--- src/rtl/adc_ctrl_pkg.sv ---
/*
  Shared constants and types of the converter control block: register
  map of the byte-wide register port, field layouts, reset values, scan
  modes and carrier structs.
  Assumes the serial protocol front end presents decoded 7-bit register
  addresses and single-byte reads and writes.
*/
package adc_ctrl_pkg;

  // Register addresses on the byte-wide register port
  localparam logic [6:0] ADDR_SYSCAL  = 7'h00;  // Calibration control
  localparam logic [6:0] ADDR_SCAN    = 7'h01;  // Scan configuration
  localparam logic [6:0] ADDR_STATUS  = 7'h02;  // Pending and standby
  localparam logic [6:0] ADDR_AUX     = 7'h03;  // Excitation level
  localparam logic [6:0] ADDR_BURNOUT = 7'h04;  // Burnout enables, ch 0..6
  localparam logic [6:0] ADDR_THR_HI  = 7'h05;  // Short threshold high byte
  localparam logic [6:0] ADDR_THR_LO  = 7'h06;  // Short threshold low byte
  localparam logic [6:0] ADDR_DIAG    = 7'h07;  // Sensor diagnostic flags
  localparam logic [6:0] ADDR_RES_HI  = 7'h08;  // Result bits 23:16
  localparam logic [6:0] ADDR_RES_MID = 7'h09;  // Result bits 15:8
  localparam logic [6:0] ADDR_RES_LO  = 7'h0a;  // Result bits 7:0

  // Coefficient page: addr[6:5] selects it, addr[4:3] the set, addr[2:0] the byte
  localparam logic [1:0] COEF_PAGE    = 2'h1;
  localparam logic [2:0] B_OFF_HI     = 3'h0;
  localparam logic [2:0] B_OFF_MID    = 3'h1;
  localparam logic [2:0] B_OFF_LO     = 3'h2;
  localparam logic [2:0] B_GAIN_HI    = 3'h3;
  localparam logic [2:0] B_GAIN_MID   = 3'h4;
  localparam logic [2:0] B_GAIN_LO    = 3'h5;
  localparam logic [2:0] B_MULT       = 3'h6;
  localparam logic [2:0] B_SHIFT      = 3'h7;

  // Calibration control codes
  localparam logic [1:0] SYSCAL_NONE  = 2'h0;
  localparam logic [1:0] SYSCAL_OFF   = 2'h1;
  localparam logic [1:0] SYSCAL_GAIN  = 2'h3;

  // Diagnostic flag bit positions
  localparam int DIAG_SHORT = 7;
  localparam int DIAG_RAIL  = 6;
  localparam int DIAG_POR   = 5;

  // Reset values
  localparam logic [23:0] OFF_RST   = 24'h000000;
  localparam logic [23:0] GAIN_RST  = 24'h800000;  // Unity in 1.23
  localparam logic [7:0]  MULT_RST  = 8'h01;
  localparam logic [3:0]  SHIFT_RST = 4'h0;
  localparam logic [3:0]  EXC_RST   = 4'h0;
  localparam logic [3:0]  EXC_MAX   = 4'ha;        // 10 steps of 100 uA
  localparam logic [7:0]  THR_RST   = 8'h00;
  localparam logic [6:0]  BURN_RST  = 7'h00;

  // Divider: 48 quotient bits from a 1.23 gain
  localparam logic [5:0] DIV_LAST   = 6'h2f;
  localparam int         FRAC_BITS  = 23;

  // Scan modes
  typedef enum logic [1:0] {
    single_channel_continuous,
    multi_channel_once,
    multi_channel_repeat,
    multi_channel_repeat_diag_current
  } scan_mode_t;

  // Scan configuration byte
  typedef struct packed {
    scan_mode_t  mode;   // Bits 7:6
    logic [2:0]  last;   // Bits 5:3, scan_end_channel
    logic [2:0]  first;  // Bits 2:0, scan_start_channel
  } scan_cfg_t;

  localparam scan_cfg_t SCAN_RST = '{single_channel_continuous, 3'h0, 3'h0};

  // One finished conversion from the converter core
  typedef struct packed {
    logic [23:0] raw;        // Two's complement code
    logic [1:0]  ovr;        // overrange_code
    logic        near_rail;  // Channel within 50 mV of a rail
  } conv_res_t;

endpackage : adc_ctrl_pkg

--- src/rtl/adc_scan_syscal_diag_ctrl.sv ---
/*
  Control logic of a multi-channel sigma-delta front end: channel scan
  sequencer, system offset and gain calibration, post-calibration
  scaling, burnout current sequencing and sensor diagnostic flags.
  Assumes a converter core on the same clock that takes one start pulse
  per conversion and returns one done pulse with its result, and a
  serial front end that issues single-byte register reads and writes.

  // Behaviour
  // RQ1 - Code 1 stores fresh conversion as offset
  // RQ2 - Offset mode exits by itself
  // RQ3 - Code 3 overwrites gain with computed coefficient
  // RQ4 - Gain mode exits by itself
  // RQ5 - Software redoes offset, writes target gain first
  // RQ6 - Software averages results or picks slow rates
  // RQ7 - Result multiplied by scale, then shifted
  // RQ8 - Four coefficient sets, channels 4-6 share
  // RQ9 - Scan register double buffered with pending bit
  // RQ10 - Mode 0 converts first channel continuously
  // RQ11 - Mode 1 scans once then standby
  // RQ12 - Mode 2 scans first to last forever
  // RQ13 - Mode 3 injects burnout after conversion
  // RQ14 - Modes 0-2 inject into all enabled channels
  // RQ15 - Software avoids mode 0 at high gain
  // RQ16 - Excitation level 100 to 1000 uA steps
  // RQ17 - Short flag when magnitude within threshold
  // RQ18 - Rails flag when near a supply rail
  // RQ19 - Power-on flag cleared by diag read
  // RQ20 - Two-bit overrange code reported
  // RQ21 - Result channel is previous converted channel
  // RQ22 - Subtract offset, divide by 1.23 gain
  // RQ23 - Gain resets to 0x800000
  // RQ24 - Shift is right shift of product
*/
`timescale 1ns/10ps
module adc_scan_syscal_diag_ctrl (
  // Clock and reset
  input  wire logic                    clk_i,
  input  wire logic                    arst_n_i,
  // Register port
  input  wire logic                    reg_wr_i,
  input  wire logic                    reg_rd_i,
  input  wire logic [6:0]              reg_addr_i,
  input  wire logic [7:0]              reg_wdata_i,
  output logic      [7:0]              reg_rdata_o,
  // Converter core
  output logic                         conv_start_o,
  output logic      [2:0]              conv_chan_o,
  input  wire logic                    conv_done_i,
  input  wire adc_ctrl_pkg::conv_res_t conv_res_i,
  input  wire logic                    por_event_i,
  // Sensor drive
  output logic      [3:0]              excitation_level_o,
  output logic      [6:0]              burnout_o,
  // Result stream
  output logic      [23:0]             result_o,
  output logic                         result_valid_o,
  output logic                         standby_o
);

  typedef enum logic {seq_idle, seq_conv} seq_t;
  typedef enum logic [1:0] {cmp_idle, cmp_div, cmp_pub} cmp_t;
  typedef enum logic [1:0] {kind_norm, kind_off, kind_gain} kind_t;

  // Channels 4..6 fold onto sets 0..2, so the set is the low two bits
  function automatic logic [1:0] set_of(input logic [2:0] ch);
    return ch[1:0];  // [RQ8]
  endfunction : set_of

  function automatic logic [6:0] onehot(input logic [2:0] ch);
    return 7'(8'h01 << ch);
  endfunction : onehot

  // Coefficient sets
  logic [23:0] off_q   [4];              // chan_syscal_offset_coef
  logic [23:0] gain_q  [4];              // chan_syscal_gain_coef
  logic [7:0]  mult_q  [4];              // chan_post_scale_mult
  logic [3:0]  shift_q [4];              // chan_post_scale_shift

  // Software configuration
  logic [1:0]               syscal_q;    // syscal_control
  adc_ctrl_pkg::scan_cfg_t  slave_q;     // Written copy
  adc_ctrl_pkg::scan_cfg_t  act_q;       // Copy in use
  adc_ctrl_pkg::scan_cfg_t  cfg_now;
  logic                     pend_q;      // scan_update_pending
  logic [3:0]               exc_q;       // excitation_level_select
  logic [6:0]               burn_en_q;
  logic [7:0]               thr_hi_q;    // short_threshold_high
  logic [7:0]               thr_lo_q;    // short_threshold_low

  // Sequencer
  seq_t        seq_q;
  logic [2:0]  conv_ch_q;                // Channel now converting
  logic [2:0]  next_ch_q;
  logic        cal_conv_q;               // Running conversion is a calibration
  logic        cal_busy_q;
  logic        standby_q;
  logic        has_last_q;
  logic [2:0]  scan_end_channel_q;                // Channel that last finished
  logic        cal_go;
  logic        start;
  logic [2:0]  start_ch;
  logic        done;

  // Compute pipeline
  cmp_t                     cmp_q;
  kind_t                    kind_q;
  adc_ctrl_pkg::conv_res_t  cap_q;
  logic [2:0]               cap_ch_q;
  logic                     neg_q;
  logic [47:0]              num_q;       // Numerator, becomes quotient
  logic [23:0]              den_q;
  logic [23:0]              rem_q;
  logic [5:0]               cnt_q;
  logic [24:0]              trial;
  logic                     ge;
  logic [24:0]              diff;
  logic [24:0]              mag;
  logic [23:0]              qmag;
  logic signed [23:0]       qsig;
  logic signed [32:0]       prod;
  logic signed [32:0]       shifted;
  logic [23:0]              raw_abs;
  logic                     cal_store;

  // Diagnostic flags
  logic        short_q;
  logic        rail_q;
  logic        por_q;                    // power_on_since_read_flag
  logic [1:0]  ovr_q;                    // overrange_code
  logic [2:0]  rch_q;                    // result_channel_id
  logic [7:0]  diag;

  // Register decode
  logic        wr_coef;
  logic [1:0]  wset;
  logic [2:0]  wbyte;

  assign wr_coef = reg_wr_i && (reg_addr_i[6:5] == adc_ctrl_pkg::COEF_PAGE);
  assign wset    = reg_addr_i[4:3];
  assign wbyte   = reg_addr_i[2:0];
  assign cfg_now = pend_q ? slave_q : act_q;

  // Calibration control; writes are ignored while busy, so the clear cycle wins over a new code
  always_ff @(posedge clk_i or negedge arst_n_i) begin
    if (!arst_n_i) begin
      syscal_q <= adc_ctrl_pkg::SYSCAL_NONE;
    end else if (reg_wr_i && reg_addr_i == adc_ctrl_pkg::ADDR_SYSCAL && !cal_busy_q &&
                 (reg_wdata_i[1:0] == adc_ctrl_pkg::SYSCAL_OFF ||
                  reg_wdata_i[1:0] == adc_ctrl_pkg::SYSCAL_GAIN)) begin
      syscal_q <= reg_wdata_i[1:0];  // [RQ1] [RQ3]
    end else if (cal_store) begin
      syscal_q <= adc_ctrl_pkg::SYSCAL_NONE;  // [RQ2] [RQ4]
    end
  end

  // Scan register: writes land in the slave copy, locked while pending
  always_ff @(posedge clk_i or negedge arst_n_i) begin
    if (!arst_n_i) begin
      slave_q <= adc_ctrl_pkg::SCAN_RST;
      act_q   <= adc_ctrl_pkg::SCAN_RST;
      pend_q  <= 1'b0;
    end else if (start && pend_q) begin
      act_q  <= slave_q;  // [RQ9]
      pend_q <= 1'b0;
    end else if (reg_wr_i && reg_addr_i == adc_ctrl_pkg::ADDR_SCAN && !pend_q) begin
      slave_q <= adc_ctrl_pkg::scan_cfg_t'(reg_wdata_i);  // [RQ9] [RQ10]
      pend_q  <= 1'b1;
    end
  end

  // Plain configuration registers
  always_ff @(posedge clk_i or negedge arst_n_i) begin
    if (!arst_n_i) begin
      exc_q     <= adc_ctrl_pkg::EXC_RST;
      burn_en_q <= adc_ctrl_pkg::BURN_RST;
      thr_hi_q  <= adc_ctrl_pkg::THR_RST;
      thr_lo_q  <= adc_ctrl_pkg::THR_RST;
    end else if (reg_wr_i) begin
      case (reg_addr_i)
        // Out-of-range codes clamp to the 1000 uA step
        adc_ctrl_pkg::ADDR_AUX:     exc_q <= (reg_wdata_i[3:0] > adc_ctrl_pkg::EXC_MAX) ?
                                             adc_ctrl_pkg::EXC_MAX : reg_wdata_i[3:0];  // [RQ16]
        adc_ctrl_pkg::ADDR_BURNOUT: burn_en_q <= reg_wdata_i[6:0];
        adc_ctrl_pkg::ADDR_THR_HI:  thr_hi_q  <= reg_wdata_i;
        adc_ctrl_pkg::ADDR_THR_LO:  thr_lo_q  <= reg_wdata_i;
        default:                    ;
      endcase
    end
  end

  // Coefficient sets; a calibration store wins over a same-cycle write
  always_ff @(posedge clk_i or negedge arst_n_i) begin
    if (!arst_n_i) begin
      for (int i = 0; i < 4; i++) begin
        off_q[i]   <= adc_ctrl_pkg::OFF_RST;
        gain_q[i]  <= adc_ctrl_pkg::GAIN_RST;  // [RQ23]
        mult_q[i]  <= adc_ctrl_pkg::MULT_RST;
        shift_q[i] <= adc_ctrl_pkg::SHIFT_RST;
      end
    end else if (cal_store) begin
      if (kind_q == kind_off) begin
        off_q[set_of(cap_ch_q)] <= cap_q.raw;  // [RQ1]
      end else begin
        // Quotient beyond 24 bits saturates
        gain_q[set_of(cap_ch_q)] <= (|num_q[47:24]) ? 24'hffffff : num_q[23:0];  // [RQ3]
      end
    end else if (wr_coef) begin
      case (wbyte)
        adc_ctrl_pkg::B_OFF_HI:   off_q[wset][23:16]  <= reg_wdata_i;
        adc_ctrl_pkg::B_OFF_MID:  off_q[wset][15:8]   <= reg_wdata_i;
        adc_ctrl_pkg::B_OFF_LO:   off_q[wset][7:0]    <= reg_wdata_i;
        adc_ctrl_pkg::B_GAIN_HI:  gain_q[wset][23:16] <= reg_wdata_i;
        adc_ctrl_pkg::B_GAIN_MID: gain_q[wset][15:8]  <= reg_wdata_i;
        adc_ctrl_pkg::B_GAIN_LO:  gain_q[wset][7:0]   <= reg_wdata_i;
        adc_ctrl_pkg::B_MULT:     mult_q[wset]        <= reg_wdata_i;
        default:                  shift_q[wset]       <= reg_wdata_i[3:0];
      endcase
    end
  end

  // Start decision: pending scan update, calibration, or free running
  assign cal_go   = (syscal_q != adc_ctrl_pkg::SYSCAL_NONE) && !cal_busy_q;
  assign start    = (seq_q == seq_idle) && (!standby_q || pend_q || cal_go);
  assign start_ch = (pend_q || cal_go) ? cfg_now.first : next_ch_q;
  assign done     = (seq_q == seq_conv) && conv_done_i;

  // Sequencer: one conversion in flight, next channel chosen on done
  always_ff @(posedge clk_i or negedge arst_n_i) begin
    if (!arst_n_i) begin
      seq_q      <= seq_idle;
      conv_ch_q  <= 3'h0;
      next_ch_q  <= 3'h0;
      cal_conv_q <= 1'b0;
      cal_busy_q <= 1'b0;
      standby_q  <= 1'b0;
      conv_start_o <= 1'b0;
    end else begin
      conv_start_o <= start;
      if (cal_store) begin
        cal_busy_q <= 1'b0;
      end
      case (seq_q)
        seq_idle: begin
          if (start) begin
            seq_q      <= seq_conv;
            conv_ch_q  <= start_ch;
            cal_conv_q <= cal_go;  // [RQ1] [RQ3]
            standby_q  <= 1'b0;
            if (cal_go) begin
              cal_busy_q <= 1'b1;
            end
          end
        end
        seq_conv: begin
          if (conv_done_i) begin
            seq_q <= seq_idle;
            if (cal_conv_q) begin
              next_ch_q <= act_q.first;
            end else begin
              case (act_q.mode)
                adc_ctrl_pkg::single_channel_continuous: begin
                  next_ch_q <= act_q.first;  // [RQ10]
                end
                adc_ctrl_pkg::multi_channel_once: begin
                  if (conv_ch_q == act_q.last) begin
                    next_ch_q <= act_q.first;
                    standby_q <= 1'b1;  // [RQ11]
                  end else begin
                    next_ch_q <= conv_ch_q + 3'h1;
                  end
                end
                default: begin
                  // Modes 2 and 3 wrap to the first channel
                  next_ch_q <= (conv_ch_q == act_q.last) ?
                               act_q.first : conv_ch_q + 3'h1;  // [RQ12] [RQ13]
                end
              endcase
            end
          end
        end
        default: seq_q <= seq_idle;
      endcase
    end
  end

  assign conv_chan_o = conv_ch_q;
  assign standby_o   = standby_q;

  // Burnout currents; mode 3 follows the channel that just finished
  always_ff @(posedge clk_i or negedge arst_n_i) begin
    if (!arst_n_i) begin
      has_last_q <= 1'b0;
      scan_end_channel_q  <= 3'h0;
      burnout_o  <= 7'h00;
    end else begin
      if (done) begin
        has_last_q <= 1'b1;
        scan_end_channel_q  <= conv_ch_q;
      end
      if (act_q.mode == adc_ctrl_pkg::multi_channel_repeat_diag_current) begin
        // Masked off a channel while it is itself converting
        burnout_o <= (has_last_q ? burn_en_q & onehot(scan_end_channel_q) : 7'h00) &
                     ~((seq_q == seq_conv) ? onehot(conv_ch_q) : 7'h00);  // [RQ13]
      end else begin
        burnout_o <= burn_en_q;  // [RQ14]
      end
    end
  end

  // Offset subtraction and magnitude feeding the divider
  assign diff  = {cap_q.raw[23], cap_q.raw} - {off_q[set_of(cap_ch_q)][23],
                                               off_q[set_of(cap_ch_q)]};  // [RQ22]
  assign mag   = diff[24] ? 25'(-diff) : diff;
  assign trial = {rem_q, num_q[47]};
  assign ge    = trial >= {1'b0, den_q};

  // Compute: restoring divide, then scale and publish
  always_ff @(posedge clk_i or negedge arst_n_i) begin
    if (!arst_n_i) begin
      cmp_q    <= cmp_idle;
      kind_q   <= kind_norm;
      cap_q    <= '0;
      cap_ch_q <= 3'h0;
      neg_q    <= 1'b0;
      num_q    <= 48'h0;
      den_q    <= 24'h0;
      rem_q    <= 24'h0;
      cnt_q    <= 6'h0;
    end else begin
      case (cmp_q)
        cmp_idle: begin
          // A conversion done while busy is dropped; conversions are slow
          if (done) begin
            cap_q    <= conv_res_i;
            cap_ch_q <= conv_ch_q;
            if (!cal_conv_q) begin
              kind_q <= kind_norm;
              cmp_q  <= cmp_div;
            end else if (syscal_q == adc_ctrl_pkg::SYSCAL_OFF) begin
              kind_q <= kind_off;
              cmp_q  <= cmp_pub;
            end else begin
              kind_q <= kind_gain;
              cmp_q  <= cmp_div;
            end
          end
        end
        cmp_div: begin
          if (cnt_q == 6'h0 && num_q == 48'h0 && rem_q == 24'h0 && den_q == 24'h0) begin
            // Load operands one cycle after capture
            neg_q <= diff[24];
            num_q <= 48'({mag, 23'h0});  // [RQ22]
            den_q <= gain_q[set_of(cap_ch_q)];
            rem_q <= 24'h0;
            cnt_q <= 6'h1;
          end else begin
            rem_q <= ge ? 24'(trial - {1'b0, den_q}) : trial[23:0];
            num_q <= {num_q[46:0], ge};
            if (cnt_q == adc_ctrl_pkg::DIV_LAST + 6'h1) begin
              cmp_q <= cmp_pub;
            end
            cnt_q <= cnt_q + 6'h1;
          end
        end
        cmp_pub: begin
          cmp_q <= cmp_idle;
          num_q <= 48'h0;
          den_q <= 24'h0;
          rem_q <= 24'h0;
          cnt_q <= 6'h0;
        end
        default: cmp_q <= cmp_idle;
      endcase
    end
  end

  assign cal_store = (cmp_q == cmp_pub) && (kind_q != kind_norm);

  // Calibrated value saturated to signed 24 bits, then scaled
  assign qmag    = (|num_q[47:23]) ? 24'h7fffff : num_q[23:0];
  assign qsig    = neg_q ? -$signed(qmag) : $signed(qmag);
  // Widen before multiplying so the product keeps its top bits
  assign prod    = 33'(qsig) * 33'($signed({1'b0, mult_q[set_of(cap_ch_q)]}));  // [RQ7]
  assign shifted = prod >>> shift_q[set_of(cap_ch_q)];  // [RQ7] [RQ24]
  assign raw_abs = cap_q.raw[23] ? 24'(-cap_q.raw) : cap_q.raw;

  // Result and flags change together, so they name the finished channel
  always_ff @(posedge clk_i or negedge arst_n_i) begin
    if (!arst_n_i) begin
      result_o       <= 24'h0;
      result_valid_o <= 1'b0;
      short_q        <= 1'b0;
      rail_q         <= 1'b0;
      ovr_q          <= 2'h0;
      rch_q          <= 3'h0;
    end else begin
      result_valid_o <= 1'b0;
      if (cmp_q == cmp_pub && kind_q == kind_norm) begin
        result_o       <= shifted[23:0];
        result_valid_o <= 1'b1;
        short_q        <= raw_abs <= {thr_hi_q, thr_lo_q};  // [RQ17]
        rail_q         <= cap_q.near_rail;  // [RQ18]
        ovr_q          <= cap_q.ovr;  // [RQ20]
        rch_q          <= cap_ch_q;  // [RQ21]
      end
    end
  end

  // Power-on flag: starts set, read clears, a new event wins the clear
  always_ff @(posedge clk_i or negedge arst_n_i) begin
    if (!arst_n_i) begin
      por_q <= 1'b1;
    end else if (por_event_i) begin
      por_q <= 1'b1;  // [RQ19]
    end else if (reg_rd_i && reg_addr_i == adc_ctrl_pkg::ADDR_DIAG) begin
      por_q <= 1'b0;  // [RQ19]
    end
  end

  always_comb begin
    diag                           = {3'h0, ovr_q, rch_q};
    diag[adc_ctrl_pkg::DIAG_SHORT] = short_q;
    diag[adc_ctrl_pkg::DIAG_RAIL]  = rail_q;
    diag[adc_ctrl_pkg::DIAG_POR]   = por_q;
  end

  // Read data, registered one cycle after the read strobe
  always_ff @(posedge clk_i or negedge arst_n_i) begin
    if (!arst_n_i) begin
      reg_rdata_o <= 8'h00;
    end else if (reg_rd_i) begin
      if (reg_addr_i[6:5] == adc_ctrl_pkg::COEF_PAGE) begin
        case (wbyte)
          adc_ctrl_pkg::B_OFF_HI:   reg_rdata_o <= off_q[wset][23:16];
          adc_ctrl_pkg::B_OFF_MID:  reg_rdata_o <= off_q[wset][15:8];
          adc_ctrl_pkg::B_OFF_LO:   reg_rdata_o <= off_q[wset][7:0];
          adc_ctrl_pkg::B_GAIN_HI:  reg_rdata_o <= gain_q[wset][23:16];
          adc_ctrl_pkg::B_GAIN_MID: reg_rdata_o <= gain_q[wset][15:8];
          adc_ctrl_pkg::B_GAIN_LO:  reg_rdata_o <= gain_q[wset][7:0];
          adc_ctrl_pkg::B_MULT:     reg_rdata_o <= mult_q[wset];
          default:                  reg_rdata_o <= {4'h0, shift_q[wset]};
        endcase
      end else begin
        case (reg_addr_i)
          adc_ctrl_pkg::ADDR_SYSCAL:  reg_rdata_o <= {6'h0, syscal_q};
          adc_ctrl_pkg::ADDR_SCAN:    reg_rdata_o <= cfg_now;
          adc_ctrl_pkg::ADDR_STATUS:  reg_rdata_o <= {6'h0, standby_q, pend_q};  // [RQ9]
          adc_ctrl_pkg::ADDR_AUX:     reg_rdata_o <= {4'h0, exc_q};
          adc_ctrl_pkg::ADDR_BURNOUT: reg_rdata_o <= {1'b0, burn_en_q};
          adc_ctrl_pkg::ADDR_THR_HI:  reg_rdata_o <= thr_hi_q;
          adc_ctrl_pkg::ADDR_THR_LO:  reg_rdata_o <= thr_lo_q;
          adc_ctrl_pkg::ADDR_DIAG:    reg_rdata_o <= diag;
          adc_ctrl_pkg::ADDR_RES_HI:  reg_rdata_o <= result_o[23:16];
          adc_ctrl_pkg::ADDR_RES_MID: reg_rdata_o <= result_o[15:8];
          adc_ctrl_pkg::ADDR_RES_LO:  reg_rdata_o <= result_o[7:0];
          default:                    reg_rdata_o <= 8'h00;
        endcase
      end
    end
  end

  assign excitation_level_o = exc_q;

endmodule : adc_scan_syscal_diag_ctrl

--- config.mk ---
export PLATFORM = sky130hd
export DESIGN_NAME = adc_scan_syscal_diag_ctrl
export DESIGN_NICKNAME = d
export VERILOG_FILES = /design/src/rtl/adc_ctrl_pkg.sv /design/src/rtl/adc_scan_syscal_diag_ctrl.sv
export SDC_FILE = /design/constraint.sdc
export NUM_CORES = 2
export LEC_CHECK = 0
export BUFFER_PORTS_ARGS = -buffer_cell sky130_fd_sc_hd__buf_2
export CAP_MARGIN = 20
export CORE_MARGIN = 2
export CORE_UTILIZATION = 58
export DETAILED_ROUTE_END_ITERATION = 12
export PLACE_DENSITY_LB_ADDON = 0.12
export SETUP_SLACK_MARGIN = 0.02
export SLEW_MARGIN = 20
export SYNTH_ARGS = -nofsm -noshare
export SYNTH_HDL_FRONTEND = slang
export SYNTH_SLANG_ARGS = --single-unit
--- constraint.sdc ---
create_clock -name clk_i -period 7.9 [get_ports clk_i]
set_input_delay 1.185 -clock clk_i [delete_from_list [all_inputs] [get_ports clk_i]]
set_output_delay 1.185 -clock clk_i [all_outputs]
set_load 0.005 [all_outputs]
==> results <==
- The number of global-route vias before repair came to 33500.
- Counting flops with a built-in enable in the synthesized netlist gives 0.
- The cell at the root of the clock tree is sky130_fd_sc_hd__clkbuf_16.
- The synthesized net count is 4429.
- For this run, the detailed router's first-pass iteration total came to 8.
- The first-pass GRT wire length is 199 mm.
- The CTS tree is built.
- The sequential area share after synthesis is 31.6%.
- The family with the most delay on the worst path is simple AND/OR/NAND/NOR gates.
- The worst register-to-register path ends at result_o[21].
- The worst register-to-register path begins at num_q[27].
- The synthesized netlist contains 108 unique library cells.
- The count of endpoints failing setup in the final report is 24.
- The origin of the worst setup path is num_q[27].
- The main flop type after synthesis is sky130_fd_sc_hd__dfrtp_1.
- Relative to the synthesized area, the layout overhead comes to 14.7%.
- Across all setup checks in the final design, the least slack found is -0.728 ns.
- The power density of the placed cells is 398 nW/µm².
- The final reports fail on negative setup slack.
- The number of hold-repair buffers added at the cts stage is 0.
- The standard-cell row count is 94.
- In this run the number of H-tree levels came out at 2.
- Following the worst setup path forward leads to its endpoint at result_o[21].
- The number of filler instances in the final layout is 5300.
- The worst setup path is captured at a register.
- The signal arrival time at the worst endpoint is 9.11 ns.
- On the worst path, the slowest cell contributes a delay of 0.55 ns.
- The maximum number of pins on one net before global-route repair is 167.
- The final route contains 34800 vias.
- The relative max-transition margin is 24.9%.
- The post-route netlist has 21.8% of its cells at a drive strength greater than 1.
- The half-perimeter wire length after placement is 91.2 mm.
- The detailed router put a total of 51.7 mm of wire on met1.
- The cell repeated most along the worst path is sky130_fd_sc_hd__fa_1.
- After layout, the worst path uses 109% of the clock period.
- The detailed route wirelength on metal2 is 57.3 mm.
- After floorplanning, the core was sized to cover 65700 µm².
- For this run, design rule violations remaining after detail routing come to 0.
- After detailed routing, the number of vias per cell comes to 6.76.
- The internal reg-to-reg setup slack is -0.73 ns.
- The area of the mapped netlist is 38500 µm².
- The number of nets at the end of the flow is 4592.
- The clock latency reported for the late side of the worst-skew pair is 0.64 ns.
- The register clock-pin slew on the reported worst setup and hold paths is 0.07 ns.
- The die covers 68400 µm².
- The width of the die is 262 µm.
- The share of flip-flops with an asynchronous set or reset after synthesis is 100%.
- The aggregate negative setup slack is -13.46 ns.
- Counting every instance in the synthesized netlist gives 4086.
- In the final routed layout, each cell accounts on average for 25.1 µm.
- The flow ran to the end, but the final reports show violations.
- In this run the worst path has a maximum fanout of 7.
- During placement, the flow inserted port buffers numbering 96.
- The path depth of the worst reg2reg path is 30.
- The total length of routed wires is 129 mm.
- The logic depth of the worst path, buffers included is 30.
- The leakage power is 19.6 nW.
- For this configuration, the core starts out at a cell density of 58.6%.
- Max-cap violations in this run came to 0.
- The measured slew at the worst slew-check pin is 1.12 ns.
- The number of antenna violations at the first check in global routing is 3.
- Counting both buffers and inverters, the worst setup path holds a total of 3.
- The clock period minus worst slack is 8.63 ns.
- The number of buffers on the longest clock path is 3.
- The die boundary height is 262 µm.
- The worst slack at placement is -1.08 ns.
- The max-slew violation total from the final report is 0.
- STA classifies the critical path startpoint as a register.
- Setup repair after global routing could not meet its margin everywhere.
- The final weighted congestion in routability-driven placement is 0.952.
- For this block, the initial DRC count from the detailed router was 4140.
- The number of routed nets with antenna violations is 0.
- The clock arrives with 0.0440 ns of skew.
- 97 I/O pins were placed.
- The count of endpoints failing hold in the final timing report is 0.
- After synthesis, the mean cell area works out to 9.42 µm².
- The clock drives 486 sinks.
- The required time of the critical path is 8.38 ns.
- Global routing used 37.6% of the available tracks across all layers.
- By startpoint and endpoint, the worst setup path is classified as register to register.
- The cell at the slowest stage of the critical path is sky130_fd_sc_hd__fa_1.
- Derived from the worst setup path, the maximum achievable clock frequency is 0.116 GHz.
- In this run the worst hold path is classified as register to register.
- The overflow left after global routing is 0.
- Counting the buffers created by CTS gives 52.
- In this run, synthesis produced a sequential element count of 486.
- Yosys printed 0 warnings.
- In this run the top signal layer used is met5.
- The wire length on met3 is 14.5 mm.
- IR analysis of the VDD net gives a maximum drop of 0.375 mV.
==> per-stage QoR <==
stage	hold slack (ns)	instance area (µm²)	util [%]	instances	total power, mW
2_1_floorplan	0.433	38700	-	4086	10.2
3_3_place_gp	0.458	41100	62.5	5026	13.5
3_5_place_dp	0.463	41100	62.5	5026	13.6
4_1_cts	0.481	43500	66.1	5140	16.8
5_1_grt	0.508	44200	67.2	5157	18.7
6_report	0.483	44200	67.2	5157	17.6
==> flip-flops by register name, indices dropped and copies added, names as in the netlist, 3 cells and up <==
register,flops
off_q,96
cap_ch_q,3
next_ch_q,3
thr_lo_q,8
cnt_q,6
burnout_o,7
burn_en_q,7
conv_chan_o,3
excitation_level_o,4
slave_q,8
mult_q,32
num_q,48
result_o,24
act_q,8
thr_hi_q,8
scan_end_channel_q,3
rch_q,3
cap_q,27
gain_q,96
reg_rdata_o,8
den_q,24
shift_q,16
rem_q,24
==> cell type report <==
cell class                      count  area (µm²)  area share [%]
Antenna cell                        1        2.50         0.00567
Clock buffer                       71        1450            3.29
Clock inverter                     26         327           0.739
Inverter                          332        1250            2.82
Multi-Input combinational cell   3003       25200            57.0
Sequential cell                   486       12200            27.6
Tap cell                          864        1080            2.45
Timing Repair Buffer              374        2700            6.10
==> power by group <==
| group | switching, mW | internal [mW] |
|---|---|---|
| clock | 1.11 | 1.47 |
| sequential | 0.781 | 3.01 |
| combinational | 6.32 | 4.88 |
| total | 8.21 | 9.36 |
==> worst min-delay path by stage <==
stage | start | endpoint | slack [ns] | depth (start not counted)
after floorplan | cap_q[1] | ovr_q[0] | 0.43 | 2
after global placement | rch_q[1] | rch_q[1] | 0.46 | 2
after detailed placement | reg_rdata_o[7] | reg_rdata_o[7] | 0.46 | 1
after CTS | rch_q[1] | rch_q[1] | 0.48 | 2
after global routing | rch_q[1] | rch_q[1] | 0.51 | 2
final | reg_rdata_o[7] | reg_rdata_o[7] | 0.48 | 1
==> worst register-to-register path, delay by kind of cell (launching register included) <==
| family | cells | cell delay [ns] |
|---|---|---|
| buffers and inverters | 3 | 0.26 |
| AOI/OAI and AO/OA | 6 | 1.45 |
| DFF | 1 | 0.40 |
| muxes | 1 | 0.54 |
| and+or+nand+nor | 14 | 3.36 |
| adders and majority gates | 6 | 2.47 |
==> cells in the mapped netlist (all sizes together) (32+ instances only) <==
master  number  area (µm²)
buf         58         265
a32oi       68         596
mux2i       97         971
nor3        55         285
a31oi       35         219
inv        331        1240
nand3       53         270
nor2       291        1090
ha         143        1790
mux4       115        2590
o22ai      114         713
nand2      460        1730
nor4        32         213
xnor2       71         629
a21o        50         375
a22o       181        1590
mux2       126        1420
nand2b      36         225
clkbuf     207         778
dfrtp      477       11900
xor2        43         384
a21oi      145         726
fa         152        3040
o21ai      261        1310
o21a        40         300
==> logic make-up after synthesis <==
group	after synthesis	share of synthesized area (%)
AO/OA/AOI/OAI	1172	21.6
AND/OR/NAND/NOR	1084	12.7
buffers and inverters	597	5.95
flip-flops	486	31.6
multiplexers	338	12.9
adder cells (fa/ha/maj)	295	12.6
XOR/XNOR	114	2.63
==> what timing repair did <==
item	4_1_cts	5_1_grt
buffers inserted	18	16
setup endpoints to repair	24	24
hold endpoints to repair	0	0
resized for setup	94	97
pin swaps	56	80
==> routing by layer <==
metal	GRT usage [%]	up-vias
met3	9.44	373
met1	52.6	17200
met5	0	-
met4	15.0	4
met2	56.4	2022
li1	-	15200
==> layout by cell type, fill, tap and decap left out, drive strengths merged, types with 40 or more instances in the layout <==
cell type  synthesis  layout
dfrtp            477     477
nand2            460     460
buf               58     374
inv              331     335
nor2             291     291
o21ai            261     261
a22o             181     181
fa               152     152
a21oi            145     145
ha               143     143
mux2             126     126
mux4             115     115
o22ai            114     114
mux2i             97      97
xnor2             71      71
clkbuf           207      71
a32oi             68      68
nor3              55      55
nand3             53      53
a21o              50      50
xor2              43      43
o21a              40      40
Note: power is estimated with default switching activity, not from simulation.
